===== src/fcd_pkg.sv =====
/*
  Constants, field layouts, modes and states of the four-channel DMA engine.
  Assumes a 16-bit register port with word-indexed addresses.
*/
// What this block does
// [RULE1] Four independent channels, each separately programmed
// [RULE2] Per-channel 16-bit source, destination, counter, reloadable
// [RULE3] Endpoints in register space or RAM
// [RULE4] RAM accesses checked against upper/lower limits
// [RULE5] Limit violation terminates transaction, flags interrupt
// [RULE6] Byte or word size; word after reset
// [RULE7] Byte transfers: address LSB picks byte lane
// [RULE8] Trigger chosen from 82 interrupt sources
// [RULE9] Trigger independent of addresses; channels can cascade
// [RULE10] One-shot: one transaction per trigger
// [RULE11] Continuous: counter-sized burst per trigger
// [RULE12] Repeated one-shot: one per trigger until disabled
// [RULE13] Repeated continuous: burst per trigger until disabled
// [RULE14] Optional reload of addresses and counter
// [RULE15] Fixed or block addressing, increment or decrement
// [RULE16] Peripheral indirect: base plus peripheral offset
// [RULE17] Round robin: lower first, then rotate upward
// [RULE18] Fixed: lowest wins, just-served channel skipped
// [RULE19] Fixed: busy high channel yields to next lower
// [RULE20] Yield the bus when processor needs it
// [RULE21] Never stall the processor
// [RULE22] Half-count interrupt per channel
// [RULE23] Scheme bit: 1 round robin, 0 fixed
// [RULE24] Module disable aborts all channels at once
// [RULE25] Mode codes 00,01,10,11 as listed; the code takes 01 as repeated one-shot and 10 as continuous
// [RULE26] Null write: dummy write to source too
// [RULE27] Disabled channel ignores triggers and requests
// [RULE28] Count down per transfer; at end complete, reload
package fcd_pkg;
  localparam int NCH   = 4;  // Channel count
  localparam int AW    = 8;  // Register port address width
  localparam int DW    = 16; // Data width
  localparam int NTRIG = 82; // Trigger sources
  localparam int TSW   = 7;  // Trigger select width

  // Register map, word indexed
  localparam logic [AW-1:0] OFS_CTRL   = 8'h00;
  localparam logic [AW-1:0] OFS_BUF    = 8'h01;
  localparam logic [AW-1:0] OFS_UPPER  = 8'h02;
  localparam logic [AW-1:0] OFS_LOWER  = 8'h03;
  localparam logic [AW-1:0] OFS_CHBASE = 8'h10;
  localparam logic [AW-1:0] OFS_CHSTEP = 8'h08;
  localparam logic [2:0]    SUB_CH     = 3'h0;
  localparam logic [2:0]    SUB_INT    = 3'h1;
  localparam logic [2:0]    SUB_SRC    = 3'h2;
  localparam logic [2:0]    SUB_DST    = 3'h3;
  localparam logic [2:0]    SUB_CNT    = 3'h4;

  // Engine control fields
  localparam int CTRL_EN  = 15;
  localparam int CTRL_PRS = 0;
  // Channel control fields
  localparam int CH_DUMMY_WR = 10; // Dummy write to source
  localparam int CH_RELD  = 9;
  localparam int CH_REQ   = 8;
  localparam int CH_SAM   = 6;
  localparam int CH_DAM   = 4;
  localparam int CH_TRM   = 2;
  localparam int CH_SIZE  = 1;
  localparam int CH_EN    = 0;
  localparam int CH_W     = 11;
  // Channel interrupt fields
  localparam int INT_TSEL = 8;
  localparam int INT_HI   = 7;
  localparam int INT_LO   = 6;
  localparam int INT_DONE = 5;
  localparam int INT_HALF = 4;
  localparam int INT_OVR  = 3;
  localparam int INT_HEN  = 0;

  // Reset values
  localparam logic [DW-1:0]   RST_WORD = 16'h0000;
  localparam logic [CH_W-1:0] RST_CH   = 11'h000;
  localparam logic [1:0]      RST_LAST = 2'h3;

  // Address spaces
  localparam logic [DW-1:0] RAM_BASE = 16'h1000;
  localparam logic [DW-1:0] RAM_TOP  = 16'h4fff;

  typedef enum logic [1:0] {
    FCD_TR_ONE  = 2'b00,
    FCD_TR_RONE = 2'b01,
    FCD_TR_CONT = 2'b10,
    FCD_TR_RCON = 2'b11
  } fcd_trmode_e;

  typedef enum logic [1:0] {
    FCD_AM_FIX = 2'b00,
    FCD_AM_INC = 2'b01,
    FCD_AM_DEC = 2'b10,
    FCD_AM_IND = 2'b11
  } fcd_amode_e;

  typedef enum logic [2:0] {
    FCD_ST_IDLE = 3'b000,
    FCD_ST_RD   = 3'b001,
    FCD_ST_DAT  = 3'b011,
    FCD_ST_WR   = 3'b010,
    FCD_ST_NW   = 3'b110
  } fcd_state_e;
endpackage


===== src/fcd_dma.sv =====
/*
  Four-channel DMA engine: register port, per-channel state, arbiter and
  one read/write bus master. Assumes triggers, the processor bus request
  and the memory port all live on mclk_i; memory read data arrive one
  cycle after the read strobe.
*/
`timescale 1ns/1ps
module fcd_dma
  import fcd_pkg::*;
(
  input  wire logic              mclk_i,        // 200 MHz clock
  input  wire logic              rst_i,         // Async reset, high
  input  wire logic [AW-1:0]     reg_addr_i,    // Register word index
  input  wire logic [DW-1:0]     reg_wdata_i,   // Register write data
  input  wire logic              reg_wr_i,      // Write strobe
  input  wire logic              reg_rd_i,      // Read strobe
  output logic      [DW-1:0]     reg_rdata_o,   // Read data, next cycle
  input  wire logic [NTRIG-1:0]  trig_i,        // Trigger pulses
  input  wire logic              cpu_bus_req_i, // Processor wants bus
  input  wire logic [NCH*DW-1:0] periph_offset_i, // Peripheral offsets
  input  wire logic [DW-1:0]     mem_rdata_i,   // Memory read data
  output logic                   mem_rd_o,      // Memory read strobe
  output logic                   mem_wr_o,      // Memory write strobe
  output logic      [DW-1:0]     mem_addr_o,    // Byte address
  output logic      [DW-1:0]     mem_wdata_o,   // Write data
  output logic      [1:0]        mem_be_o,      // Byte lanes
  output logic      [NCH-1:0]    ch_irq_o,      // Channel event level
  output logic      [NCH-1:0]    ch_done_o      // Count end pulse
);

  // Channel register decode, shared by writes and reads
  function automatic logic fcd_hit(input logic [AW-1:0] a, input int ch, input logic [2:0] sub);
    fcd_hit = (a == AW'(OFS_CHBASE + ch * OFS_CHSTEP + sub));
  endfunction

  // Lowest set bit of a request vector
  function automatic logic [2:0] fcd_first(input logic [NCH-1:0] v);
    fcd_first = 3'h0;
    for (int k = NCH - 1; k >= 0; k--) begin
      if (v[k]) begin
        fcd_first = {1'b1, 2'(k)};
      end
    end
  endfunction

  // Limit check: {above, below}; register space is never checked
  function automatic logic [1:0] fcd_lim(input logic [DW-1:0] a, input logic [DW-1:0] lo,
                                         input logic [DW-1:0] hi);
    fcd_lim = 2'b00;
    if (a >= RAM_BASE) begin                                      // [RULE3] [RULE4]
      fcd_lim = {(a > hi) || (a > RAM_TOP), a < lo};
    end
  endfunction

  // Global state
  logic             en_reg;    // Engine enable
  logic             prs_reg;   // Round robin when set
  logic [DW-1:0]    upper_address_limit;
  logic [DW-1:0]    lower_address_limit;
  logic [DW-1:0]    buf_reg;   // Last data moved
  fcd_state_e       st_reg;    // Bus master state
  logic [1:0]       cur_reg;   // Channel in service
  logic [1:0]       last_reg;  // Last granted channel
  logic [DW-1:0]    sa_reg;    // Effective source
  logic [DW-1:0]    da_reg;    // Effective destination
  logic             byte_reg;  // Byte transfer
  logic             nw_reg;    // Null write pending
  logic             due_reg;   // Read data on the bus now

  // Per-channel views
  logic [NCH-1:0]   req;       // Wants the engine
  logic [DW-1:0]    eff_src [NCH];
  logic [DW-1:0]    eff_dst [NCH];
  logic [DW-1:0]    rd_ch   [NCH];
  logic [NCH-1:0]   size_ch;
  logic [NCH-1:0]   dummy_wr_ch;
  logic [NCH-1:0]   irq_ch;
  logic [NCH-1:0]   done_ch;

  // Trigger vector padded to the select range
  wire [127:0] trig_pad = {(128 - NTRIG)'(0), trig_i};

  // Arbiter: round robin rotates after the last grant
  wire [3:0]     last_p1 = 4'(last_reg) + 4'h1;
  wire [7:0]     rr_dbl  = {req, req} >> last_p1;
  wire [2:0]     rr_pick = fcd_first(rr_dbl[3:0]);
  wire [1:0]     rr_idx  = 2'(rr_pick[1:0] + last_p1[1:0]);        // [RULE17]
  wire [NCH-1:0] fx_msk  = req & ~(4'b0001 << last_reg);           // [RULE18]
  wire [NCH-1:0] fx_req  = (fx_msk != 4'h0) ? fx_msk : req;        // [RULE19]
  wire [2:0]     fx_pick = fcd_first(fx_req);
  wire [1:0]     g_idx   = prs_reg ? rr_idx : fx_pick[1:0];        // [RULE23]
  wire           g_any   = (req != 4'h0);

  // Grant is taken only while the processor leaves the bus alone
  wire           can_go  = en_reg && (st_reg == FCD_ST_IDLE) && !cpu_bus_req_i; // [RULE20] [RULE21]
  wire           grant   = can_go && g_any;
  wire [1:0]     lim_s   = fcd_lim(eff_src[g_idx], lower_address_limit, upper_address_limit);
  wire [1:0]     lim_d   = fcd_lim(eff_dst[g_idx], lower_address_limit, upper_address_limit);
  wire           lim_hi  = lim_s[1] | lim_d[1];
  wire           lim_lo  = lim_s[0] | lim_d[0];
  wire           abort   = grant && (lim_hi || lim_lo);            // [RULE5]
  wire           start   = grant && !abort;

  // End of one transfer, seen for one cycle
  wire xfer_end = en_reg && (((st_reg == FCD_ST_WR) && !nw_reg) || (st_reg == FCD_ST_NW));

  // Write data lane handling
  wire [DW-1:0] wsrc  = due_reg ? mem_rdata_i : buf_reg;
  wire [7:0]    wbyte = sa_reg[0] ? wsrc[15:8] : wsrc[7:0];         // [RULE7]
  wire [DW-1:0] wdat  = byte_reg ? {wbyte, wbyte} : wsrc;           // [RULE6]
  wire [1:0]    wbe_d = byte_reg ? (da_reg[0] ? 2'b10 : 2'b01) : 2'b11;
  wire [1:0]    wbe_s = byte_reg ? (sa_reg[0] ? 2'b10 : 2'b01) : 2'b11;
  wire [1:0]    rbe   = size_ch[g_idx] ? (eff_src[g_idx][0] ? 2'b10 : 2'b01) : 2'b11;

  // Global register writes
  wire wr_ctrl  = reg_wr_i && (reg_addr_i == OFS_CTRL);
  wire wr_upper = reg_wr_i && (reg_addr_i == OFS_UPPER);
  wire wr_lower = reg_wr_i && (reg_addr_i == OFS_LOWER);

  // Engine control and limit registers
  always_ff @(posedge mclk_i or posedge rst_i) begin
    if (rst_i) begin
      en_reg              <= 1'b0;
      prs_reg             <= 1'b0;
      upper_address_limit <= RST_WORD;
      lower_address_limit <= RST_WORD;
    end else begin
      if (wr_ctrl) begin
        en_reg  <= reg_wdata_i[CTRL_EN];
        prs_reg <= reg_wdata_i[CTRL_PRS];
      end
      if (wr_upper) begin
        upper_address_limit <= reg_wdata_i;
      end
      if (wr_lower) begin
        lower_address_limit <= reg_wdata_i;
      end
    end
  end

  // Bus master sequence: read, data, write, optional null write
  always_ff @(posedge mclk_i or posedge rst_i) begin
    if (rst_i) begin
      st_reg      <= FCD_ST_IDLE;
      cur_reg     <= 2'h0;
      last_reg    <= RST_LAST;
      sa_reg      <= RST_WORD;
      da_reg      <= RST_WORD;
      byte_reg    <= 1'b0;
      nw_reg      <= 1'b0;
      due_reg     <= 1'b0;
      buf_reg     <= RST_WORD;
      mem_rd_o    <= 1'b0;
      mem_wr_o    <= 1'b0;
      mem_addr_o  <= RST_WORD;
      mem_wdata_o <= RST_WORD;
      mem_be_o    <= 2'b00;
    end else begin
      mem_rd_o <= 1'b0;
      mem_wr_o <= 1'b0;
      due_reg  <= (st_reg == FCD_ST_RD);
      if (due_reg) begin
        buf_reg <= mem_rdata_i;
      end
      if (!en_reg) begin
        // Engine off drops any transfer in flight
        st_reg <= FCD_ST_IDLE;                                       // [RULE24]
      end else begin
        unique case (st_reg)
          FCD_ST_IDLE: begin
            if (grant) begin
              last_reg <= g_idx;
              cur_reg  <= g_idx;
            end
            if (start) begin
              sa_reg     <= eff_src[g_idx];
              da_reg     <= eff_dst[g_idx];
              byte_reg   <= size_ch[g_idx];
              nw_reg     <= dummy_wr_ch[g_idx];
              mem_rd_o   <= 1'b1;
              mem_addr_o <= eff_src[g_idx];
              mem_be_o   <= rbe;
              st_reg     <= FCD_ST_RD;
            end
          end
          FCD_ST_RD: begin
            st_reg <= FCD_ST_DAT;
          end
          FCD_ST_DAT: begin
            // Data are held in the buffer while the processor owns the bus
            if (!cpu_bus_req_i) begin                                // [RULE20]
              mem_wr_o    <= 1'b1;
              mem_addr_o  <= da_reg;
              mem_wdata_o <= wdat;
              mem_be_o    <= wbe_d;
              st_reg      <= FCD_ST_WR;
            end
          end
          FCD_ST_WR: begin
            if (!nw_reg) begin
              st_reg <= FCD_ST_IDLE;
            end else if (!cpu_bus_req_i) begin
              mem_wr_o   <= 1'b1;                                    // [RULE26]
              mem_addr_o <= sa_reg;
              mem_be_o   <= wbe_s;
              st_reg     <= FCD_ST_NW;
            end
          end
          FCD_ST_NW: begin
            st_reg <= FCD_ST_IDLE;
          end
          default: begin
            st_reg <= FCD_ST_IDLE;
          end
        endcase
      end
    end
  end

  // One copy of channel state per channel
  for (genvar i = 0; i < NCH; i++) begin : g_ch                     // [RULE1]
    logic [CH_W-1:0] channel_control_reg;
    logic [DW-1:0]   source_address_reg;
    logic [DW-1:0]   destination_address_reg;
    logic [DW-1:0]   transaction_counter;
    logic [DW-1:0]   src0_reg;  // Start values for reload
    logic [DW-1:0]   dst0_reg;
    logic [DW-1:0]   cnt0_reg;
    logic [TSW-1:0]  tsel_reg;
    logic [4:0]      flag_reg;  // hi, lo, done, half, overrun
    logic            halfen_reg;
    logic            pend_reg;  // Trigger waiting
    logic            irq_reg;
    logic            done_reg;

    wire             ch_on = en_reg && channel_control_reg[CH_EN];
    wire [1:0]       trm   = channel_control_reg[CH_TRM +: 2];
    wire [1:0]       sam   = channel_control_reg[CH_SAM +: 2];
    wire [1:0]       dam   = channel_control_reg[CH_DAM +: 2];
    wire [DW-1:0]    step  = channel_control_reg[CH_SIZE] ? 16'h0001 : 16'h0002;
    wire [DW-1:0]    off   = periph_offset_i[i*DW +: DW];
    wire             trig  = trig_pad[tsel_reg];                   // [RULE8] [RULE9]
    wire             take  = ch_on && trig;                         // [RULE27]
    wire             mine  = xfer_end && (cur_reg == 2'(i));
    wire             myab  = abort && (g_idx == 2'(i));
    wire             last  = (transaction_counter <= 16'h0001);
    wire             rep   = trm[0];                                 // [RULE25]
    wire             cont  = trm[1];
    wire             cnt_end  = mine && last;                        // [RULE28]
    wire             unit_end = mine && (!cont || last);             // [RULE10] [RULE11]
    wire [DW-1:0]    cnt_dec  = transaction_counter - 16'h0001;
    wire             halfhit  = mine && !last && (cnt_dec == (cnt0_reg >> 1));
    wire             reload   = channel_control_reg[CH_RELD];
    wire             wr_ch  = reg_wr_i && fcd_hit(reg_addr_i, i, SUB_CH);
    wire             wr_int = reg_wr_i && fcd_hit(reg_addr_i, i, SUB_INT);
    wire             wr_src = reg_wr_i && fcd_hit(reg_addr_i, i, SUB_SRC);
    wire             wr_dst = reg_wr_i && fcd_hit(reg_addr_i, i, SUB_DST);
    wire             wr_cnt = reg_wr_i && fcd_hit(reg_addr_i, i, SUB_CNT);
    wire [4:0]       fset   = {myab && lim_hi, myab && lim_lo, cnt_end,
                               halfhit && halfen_reg,
                               take && pend_reg && !(unit_end || myab)}; // [RULE22]

    // Block modes step the address, fixed and indirect keep it
    wire [DW-1:0] src_nx = (sam == FCD_AM_INC) ? source_address_reg + step :
                           (sam == FCD_AM_DEC) ? source_address_reg - step : source_address_reg; // [RULE15]
    wire [DW-1:0] dst_nx = (dam == FCD_AM_INC) ? destination_address_reg + step :
                           (dam == FCD_AM_DEC) ? destination_address_reg - step : destination_address_reg;

    // Indirect mode adds the peripheral's offset to the base
    assign eff_src[i] = (sam == FCD_AM_IND) ? source_address_reg + off : source_address_reg;       // [RULE16]
    assign eff_dst[i] = (dam == FCD_AM_IND) ? destination_address_reg + off : destination_address_reg;
    assign req[i]      = ch_on && (pend_reg || channel_control_reg[CH_REQ]) && !(st_reg != FCD_ST_IDLE
                         && cur_reg == 2'(i));
    assign size_ch[i]  = channel_control_reg[CH_SIZE];
    assign dummy_wr_ch[i] = channel_control_reg[CH_DUMMY_WR];
    assign irq_ch[i]   = irq_reg;
    assign done_ch[i]  = done_reg;
    assign rd_ch[i] =
      fcd_hit(reg_addr_i, i, SUB_CH)  ? {5'h00, channel_control_reg} :
      fcd_hit(reg_addr_i, i, SUB_INT) ? {1'b0, tsel_reg, flag_reg, 2'b00, halfen_reg} :
      fcd_hit(reg_addr_i, i, SUB_SRC) ? source_address_reg :
      fcd_hit(reg_addr_i, i, SUB_DST) ? destination_address_reg :
      fcd_hit(reg_addr_i, i, SUB_CNT) ? transaction_counter : RST_WORD;

    // Hardware updates first, software writes next, flag sets win last
    always_ff @(posedge mclk_i or posedge rst_i) begin
      if (rst_i) begin
        channel_control_reg     <= RST_CH;
        source_address_reg      <= RST_WORD;
        destination_address_reg <= RST_WORD;
        transaction_counter     <= RST_WORD;
        src0_reg                <= RST_WORD;
        dst0_reg                <= RST_WORD;
        cnt0_reg                <= RST_WORD;
        tsel_reg                <= '0;
        flag_reg                <= 5'h00;
        halfen_reg              <= 1'b0;
        pend_reg                <= 1'b0;
        irq_reg                 <= 1'b0;
        done_reg                <= 1'b0;
      end else begin
        done_reg <= cnt_end;
        irq_reg  <= (flag_reg != 5'h00);
        if (!en_reg) begin
          pend_reg                    <= 1'b0;                       // [RULE24]
          channel_control_reg[CH_REQ] <= 1'b0;
        end
        if (unit_end || myab) begin
          pend_reg                    <= 1'b0;                       // [RULE5]
          channel_control_reg[CH_REQ] <= 1'b0;
        end
        // Set after the clears: a trigger in the closing cycle is kept
        if (take) begin
          pend_reg <= 1'b1;                                          // [RULE27]
        end
        if (mine && !last) begin
          transaction_counter     <= cnt_dec;                       // [RULE2]
          source_address_reg      <= src_nx;
          destination_address_reg <= dst_nx;
        end
        if (cnt_end) begin
          // Count exhausted: restore or stop
          transaction_counter     <= (reload || rep) ? cnt0_reg : cnt_dec; // [RULE12] [RULE13]
          source_address_reg      <= reload ? src0_reg : src_nx;   // [RULE14]
          destination_address_reg <= reload ? dst0_reg : dst_nx;
          if (!rep) begin
            channel_control_reg[CH_EN] <= 1'b0;
          end
        end
        if (wr_ch) begin
          channel_control_reg <= reg_wdata_i[CH_W-1:0];             // [RULE6]
        end
        if (wr_src) begin
          source_address_reg <= reg_wdata_i;
          src0_reg           <= reg_wdata_i;
        end
        if (wr_dst) begin
          destination_address_reg <= reg_wdata_i;
          dst0_reg                <= reg_wdata_i;
        end
        if (wr_cnt) begin
          transaction_counter <= reg_wdata_i;
          cnt0_reg            <= reg_wdata_i;
        end
        if (wr_int) begin
          tsel_reg   <= reg_wdata_i[INT_TSEL +: TSW];
          halfen_reg <= reg_wdata_i[INT_HEN];
          flag_reg   <= reg_wdata_i[INT_OVR +: 5] | fset;
        end else begin
          flag_reg <= flag_reg | fset;
        end
      end
    end
  end

  // Read data selection
  logic [DW-1:0] rd_any;
  always_comb begin
    rd_any = RST_WORD;
    for (int k = 0; k < NCH; k++) begin
      rd_any = rd_any | rd_ch[k];
    end
  end
  wire [DW-1:0] rd_mux =
    (reg_addr_i == OFS_CTRL)  ? {en_reg, 14'h0000, prs_reg} :
    (reg_addr_i == OFS_BUF)   ? buf_reg :
    (reg_addr_i == OFS_UPPER) ? upper_address_limit :
    (reg_addr_i == OFS_LOWER) ? lower_address_limit : rd_any;

  // Registered outputs; unmapped reads give zero
  always_ff @(posedge mclk_i or posedge rst_i) begin
    if (rst_i) begin
      reg_rdata_o <= RST_WORD;
      ch_irq_o    <= '0;
      ch_done_o   <= '0;
    end else begin
      reg_rdata_o <= reg_rd_i ? rd_mux : RST_WORD;
      ch_irq_o    <= irq_ch;
      ch_done_o   <= done_ch;
    end
  end

endmodule // fcd_dma


===== config.mk =====
export PLATFORM = sky130hd
export DESIGN_NAME = fcd_dma
export DESIGN_NICKNAME = d
export VERILOG_FILES = /design/src/fcd_pkg.sv /design/src/fcd_dma.sv
export SDC_FILE = /design/constraint.sdc
export NUM_CORES = 2
export LEC_CHECK = 0
export ABC_AREA = 1
export BUFFER_PORTS_ARGS = -buffer_cell sky130_fd_sc_hd__buf_2
export CAP_MARGIN = 15
export CELL_PAD_IN_SITES_DETAIL_PLACEMENT = 1
export CELL_PAD_IN_SITES_GLOBAL_PLACEMENT = 2
export CORE_MARGIN = 2
export CORE_UTILIZATION = 36
export CTS_CLUSTER_SIZE = 28
export DETAILED_ROUTE_END_ITERATION = 16
export PLACE_DENSITY_LB_ADDON = 0.2
export SLEW_MARGIN = 25
export SYNTH_ARGS = -nofsm -noshare
export SYNTH_HDL_FRONTEND = slang
export SYNTH_SLANG_ARGS = --single-unit

===== constraint.sdc =====
create_clock -name mclk_i -period 22.7 [get_ports mclk_i]
set_input_delay 0 -clock mclk_i [delete_from_list [all_inputs] [get_ports mclk_i]]
set_output_delay 0 -clock mclk_i [all_outputs]
set_load 0.01 [all_outputs]

**Yosys cells after proc, flatten, opt, wreduce, memory -nomap -nowiden**

Index checks and enable logic that the tools add are counted.

- Mux-type cells: 188
- Bitwise operators: 17
- Eq/ne operators: 80
- Add/sub/neg operators: 30
- Reduce and logical (&&, ||, !) cells: 170
- Shift-type cells: 2
- Order comparisons: 18

Operators by type and width:

| operator | number |
|---|---|
| two-way mux 16 bit | 107 |
| adder 16 bit | 8 |
| adder 16 x 2 -> 16 bit | 8 |
| subtractor 16 x 2 -> 16 bit | 8 |
| logical AND 1 bit | 94 |
| equality test 8 x 5 -> 1 bit (second input constant) | 10 |
| equality test 8 x 6 -> 1 bit (second input constant) | 10 |
| binary-select mux 16 bit (select 2 bit) | 2 |
| equality test 16 x 15 -> 1 bit | 4 |
| <= comparator 16 x 1 -> 1 bit (second input constant) | 4 |
| subtractor 16 x 1 -> 16 bit (second input constant) | 4 |
| two-way mux 2 bit | 25 |
| OR 16 bit | 3 |
| case mux 16 bit (3 select lines) | 1 |
| nonzero test 3 bit | 14 |
| equality test 2 bit (second input constant) | 20 |
| OR 5 bit | 8 |
| two-way mux 9 bit | 4 |
| >= comparator 16 x 13 -> 1 bit (second input constant) | 2 |
| greater-than comparator 16 x 15 -> 1 bit (second input constant) | 2 |
| greater-than comparator 16 bit | 2 |
| less-than comparator 16 bit | 2 |
| less-than comparator 7 x 8 -> 1 bit (second input constant) | 4 |
| two-way mux 1 bit | 29 |
| other kinds (42) | 130 |

- Word-level logic and storage cells: 586
- Register bits after elaboration: 644

**Depth between registers and ports, before layout**

- Word-level depth: 28
- Depth in mapped cells: 45
- Mapped depth without buffers: 42

**Worst setup path before layout**

No wires, ideal clock.

- Path kind: register to register
- Start: register st_reg[2]
- End: register mem_addr_o[2]
- Period minus slack after synthesis: 4.898 ns
- Slack: 17.802 ns
- Data arrival time: 4.779 ns
- Buffers on the path: 3
- Cell stages (with the launch flop): 42
- Cells stage by stage: dfrtp_1 > buf_4 > nor2_4 > nand2_4 > nand2_1 > nand2_1 > o21ai_1 > o21ai_1 > a31oi_1 > nor2_1 > ha_1 > xor2_1 > nand3_1 > nand2_1 > nand2_2 > nand2_4 > inv_2 > buf_6 > [6 not listed] > ha_1 > nand2_1 > inv_1 > a221oi_1 > o221ai_1 > nand2_1 > a32oi_1 > nor2_1 > nand2_1 > nand2_1 > nand2_1 > clkinv_2 > nand4_4 > nand2_4 > nand3_4 > buf_6 > nand2_1 > nand2_1

- Longest elaborated chain between the ends: 26

Ends and longest elaborated chain:

| element | RTL line | source |
|---|---|---|
| start, declared | fcd_dma.sv:61 | `fcd_state_e st_reg;` |
| start signal, assigned | fcd_dma.sv:144 | `st_reg <= FCD_ST_IDLE;` |
| start signal, assigned | fcd_dma.sv:167 | `st_reg <= FCD_ST_IDLE;` |
| start signal, assigned | fcd_dma.sv:183 | `st_reg <= FCD_ST_RD;` |
| branches (longest 26 deep; another with adder 2 bit) | - |  |
| end signal, assigned | fcd_dma.sv:181 | `mem_addr_o <= eff_src[g_idx];` |
| end signal, assigned | fcd_dma.sv:193 | `mem_addr_o <= da_reg;` |
| end signal, assigned | fcd_dma.sv:204 | `mem_addr_o <= sa_reg;` |
| end, declared | fcd_dma.sv:24 | `output logic [DW-1:0] mem_addr_o,` |

Parallel ways; which one is timed is not known. The select of a mux whose other input is x is not followed.
A chain may end at the register's enable or synchronous reset.

**Final worst setup path**

- Start: register en_reg
- End: register nw_reg

- Longest elaborated chain between the ends: 24

Ends and longest elaborated chain:

| element | RTL line | source |
|---|---|---|
| start, declared | fcd_dma.sv:56 | `logic en_reg;` |
| start signal, assigned | fcd_dma.sv:129 | `en_reg <= reg_wdata_i[CTRL_EN];` |
| branches (longest 24 deep; another with adder 2 bit) | - |  |
| end signal, assigned | fcd_dma.sv:179 | `nw_reg <= dummy_wr_ch[g_idx];` |
| end, declared | fcd_dma.sv:67 | `logic nw_reg;` |

Parallel ways; which one is timed is not known. The select of a mux whose other input is x is not followed.

==> out/results.ini <==
[sta]
fin_crit_ns = 7.75
skew_ns = 0.0541
worst_slew_pin_slew_ns = 1.28
relSlewSlack_pct = 14.1
fmax_mhz = 129
setup_violations = 0
fin_setup_tns_ns = 0
hold_viol = 0
grt_setup_unrepaired = false
maxSlewViolCount = 0
finalCritPeriodShare_pct = 34.1

[grt]
grt_max_degree = 91
track_usage_pct = 38.7
grt_pass1_vias = 52900
grt_antenna_before_repair = 26
grt_pass1_wl_mm = 388
grt.overflow.total = 0

[critical_path]
critPathKind = reg -> reg
r2r_end = nw_reg$_DFFE_PP0P_
cp_common_cell = nand2_1
worstReg2RegStart = en_reg$_DFFE_PP0P_
cp-end-kind = flop
cp_max_fo = 62
rrSetupSlack_ns = 14.95
crit_slowest_cell = a221oi_1
cp.arrival_ns = 8.33
cp.required_ns = 23.28
reg2reg_depth = 33
cp-start-kind = flop
max_stage_delay_ns = 0.89
crit_start = en_reg$_DFFE_PP0P_

[floorplanning]
die-area_sq_mm = 0.139
die_w_microns = 372
start_util_pct = 36.2
ioPinCount = 251
core_area_sq_mm = 0.135
fp.dieH_microns = 372
std_cell_rows = 135

[clock_network]
clock_latency_ns = 0.73
numClockSinks = 644
clk_pin_slew_ns = 0.06
cts_buffers = 84
cts_tree = yes
root_buffer = clkbuf_16
htree_levels = 3
post_cts_resized = 0
clockBufferDepth = 3

[placement]
routabilityCongestion = 1.05
dpl.hpwl_mm = 210
io_buffers = 250

[synth]
ys.flop_type = dfrtp_1
synth-warning-count = 0
synth_area_sq_mm = 0.0488
avgSynthCellArea_sq_um = 7.06
seq_area_frac_synth_pct = 33.0
syn_nets = 7358
ys_ff_latch = 644
syn_inst = 6916
synth_edf_count = 0
synth-async-reset-ratio_pct = 100
synth_cell_types = 67

[finish]
fill_cells = 17000
synthToLayoutAreaGrowth_pct = 13.2
drive_gt1_share_pct = 7.92
nets = 7522

[route]
routed_wl_mm = 272
wl_per_cell_microns = 30.4
ant_nets = 0
routed_via_density = 6.06
dr.pass1.iters = 6
vias = 54200
drtIter0Drc = 5435
drc = 0

[power_and_ir_drop]
power.share.combinational_pct = 26.0
p_leak_nw = 26.0
clockPowerShare_pct = 39.1
report.power.total_mw = 3.75
power.switching_mw = 1.39
peakVddDrop_uv = 55.2
pwr-share-seq_pct = 34.9
swShare_pct = 36.9
p_per_area_mw_per_mm2 = 67.9
cell_internal_pwr_mw = 2.37

[status]
outcome = finished clean

[worst_hold_path]
worstHoldEndpoint = g_ch[0].pend_reg$_DFFE_PP0P_
hold_depth = 5
hold_start = trig_i[81]
hold_path.class = in -> reg

[run]
max-cap-violations = 0

cell usage in the layout (no fill, tap or decap), types with 12 or more instances in the layout:
master and count:
xnor2_1 33, o221ai_1 205, o31ai_1 20, o21ai_1 21, buf_2 251, ha_1 227
fa_1 24, nor2_1 529, diode_2 13, inv_2 30, xor2_1 175, dlygate4sd3_1 37
nand3_1 236, o22ai_1 77, nor4_1 32, clkinv_1 14, clkbuf_16 87, nand2_1 1670
nand4_1 95, clkbuf_1 20, a221oi_1 38, a2111oi_0 12, buf_4 101, a31oi_1 27
o311ai_0 23, clkinv_2 17, o2111ai_1 35, dfrtp_1 639, nor3_1 126, o32ai_1 12
a21oi_1 423, inv_1 721, o21ai_0 804, a211oi_1 37, clkbuf_8 14, o211ai_1 181
power groups by stage:
stage / Clock, mW / Sequential [mW] / Combinational, mW
global placement: 0 / 1.32 / 0.935
finish: 1.47 / 1.31 / 0.976
CTS: 1.49 / 1.31 / 0.957
global route: 1.53 / 1.31 / 1.06
floorplan: 0 / 1.28 / 0.573
detailed placement: 0 / 1.33 / 0.945
worst max-delay path: cells and delay by family (launching register included):
kind                       cells  cell delay [ns]
adders and majority gates      2             0.55
and+or+nand+nor               16             2.18
DFF                            1             0.88
buffers and inverters          6             1.66
AOI/OAI and AO/OA              9             2.29
per-stage QoR:
stage          worst slack, ns  util, %  instance area (sq um)  instances  hold slack, ns
3_3_place_gp             15.46     38.4                  51900       8736           0.172
2_1_floorplan             4.66        -                  48800       6916           0.127
6_report                 14.95     40.9                  55300       8942          0.0752
3_5_place_dp             15.27     38.5                  51900       8738           0.172
5_1_grt                  14.57     40.9                  55200       8930           0.110
4_1_cts                  15.24     40.9                  55200       8929          0.0548
cell type report:
cell class / instances / area (sq um) / area share, %
Antenna cell: 13 / 32.5 / 0.0589
Clock buffer: 121 / 2440 / 4.42
Clock inverter: 33 / 495 / 0.897
Inverter: 768 / 2890 / 5.24
Multi-Input combinational cell: 5191 / 28600 / 51.8
Sequential cell: 644 / 16100 / 29.2
Tap cell: 1781 / 2230 / 4.03
Timing Repair Buffer: 391 / 2420 / 4.37
routing by layer:
| layer | vias to the layer above | track usage, % | wire [microns] |
|---|---|---|---|
| li1 | 24200 | - | - |
| met3 | 470 | 6.01 | 19800 |
| met4 | 8 | 17.7 | 13900 |
| met2 | 2165 | 60.2 | 120000 |
| met1 | 27300 | 52.5 | 118000 |
| met5 | - | 0 | 46 |
worst max-delay path by stage:
stage / end / cells after the start
after global placement: nw_reg$_DFFE_PP0P_ / 34
after detailed placement: nw_reg$_DFFE_PP0P_ / 33
after CTS: nw_reg$_DFFE_PP0P_ / 33
after floorplan: buf_reg[0]$_DFF_PP0_ / 1
final: nw_reg$_DFFE_PP0P_ / 33
after global routing: byte_reg$_DFFE_PP0P_ / 33
synthesized netlist by cell type (all sizes together) (38+ instances only):
library cell  count  area (sq um)
nand2          1682          6360
o21ai           825          4130
inv             746          2800
dfrtp           642         16100
nor2            532          2010
a21oi           425          2130
clkbuf          295          1110
nand3           238          1200
ha              227          2840
o221ai          205          1800
o211ai          181          1360
xor2            175          1530
nor3            129           646
nand4            96           616
o22ai            77           482
a211oi           38           285
a221oi           38           333
kinds of logic after synthesis:
family	count (synthesis)	synth area share (%)
AND/OR/NAND/NOR	2732	22.9
AO/OA/AOI/OAI	1993	25.0
buffers and inverters	1081	8.43
flip-flops	644	33.0
adder cells (fa/ha/maj)	251	6.80
XOR/XNOR	208	3.73
multiplexers	7	0.144
timing repair:
action	4_1_cts	5_1_grt
buffers inserted	0	0
hold buffers	37	0
hold endpoints to repair	382	0
endpoints found under the setup margin	0	0
No activity file was read; power rests on OpenSTA's default activity.
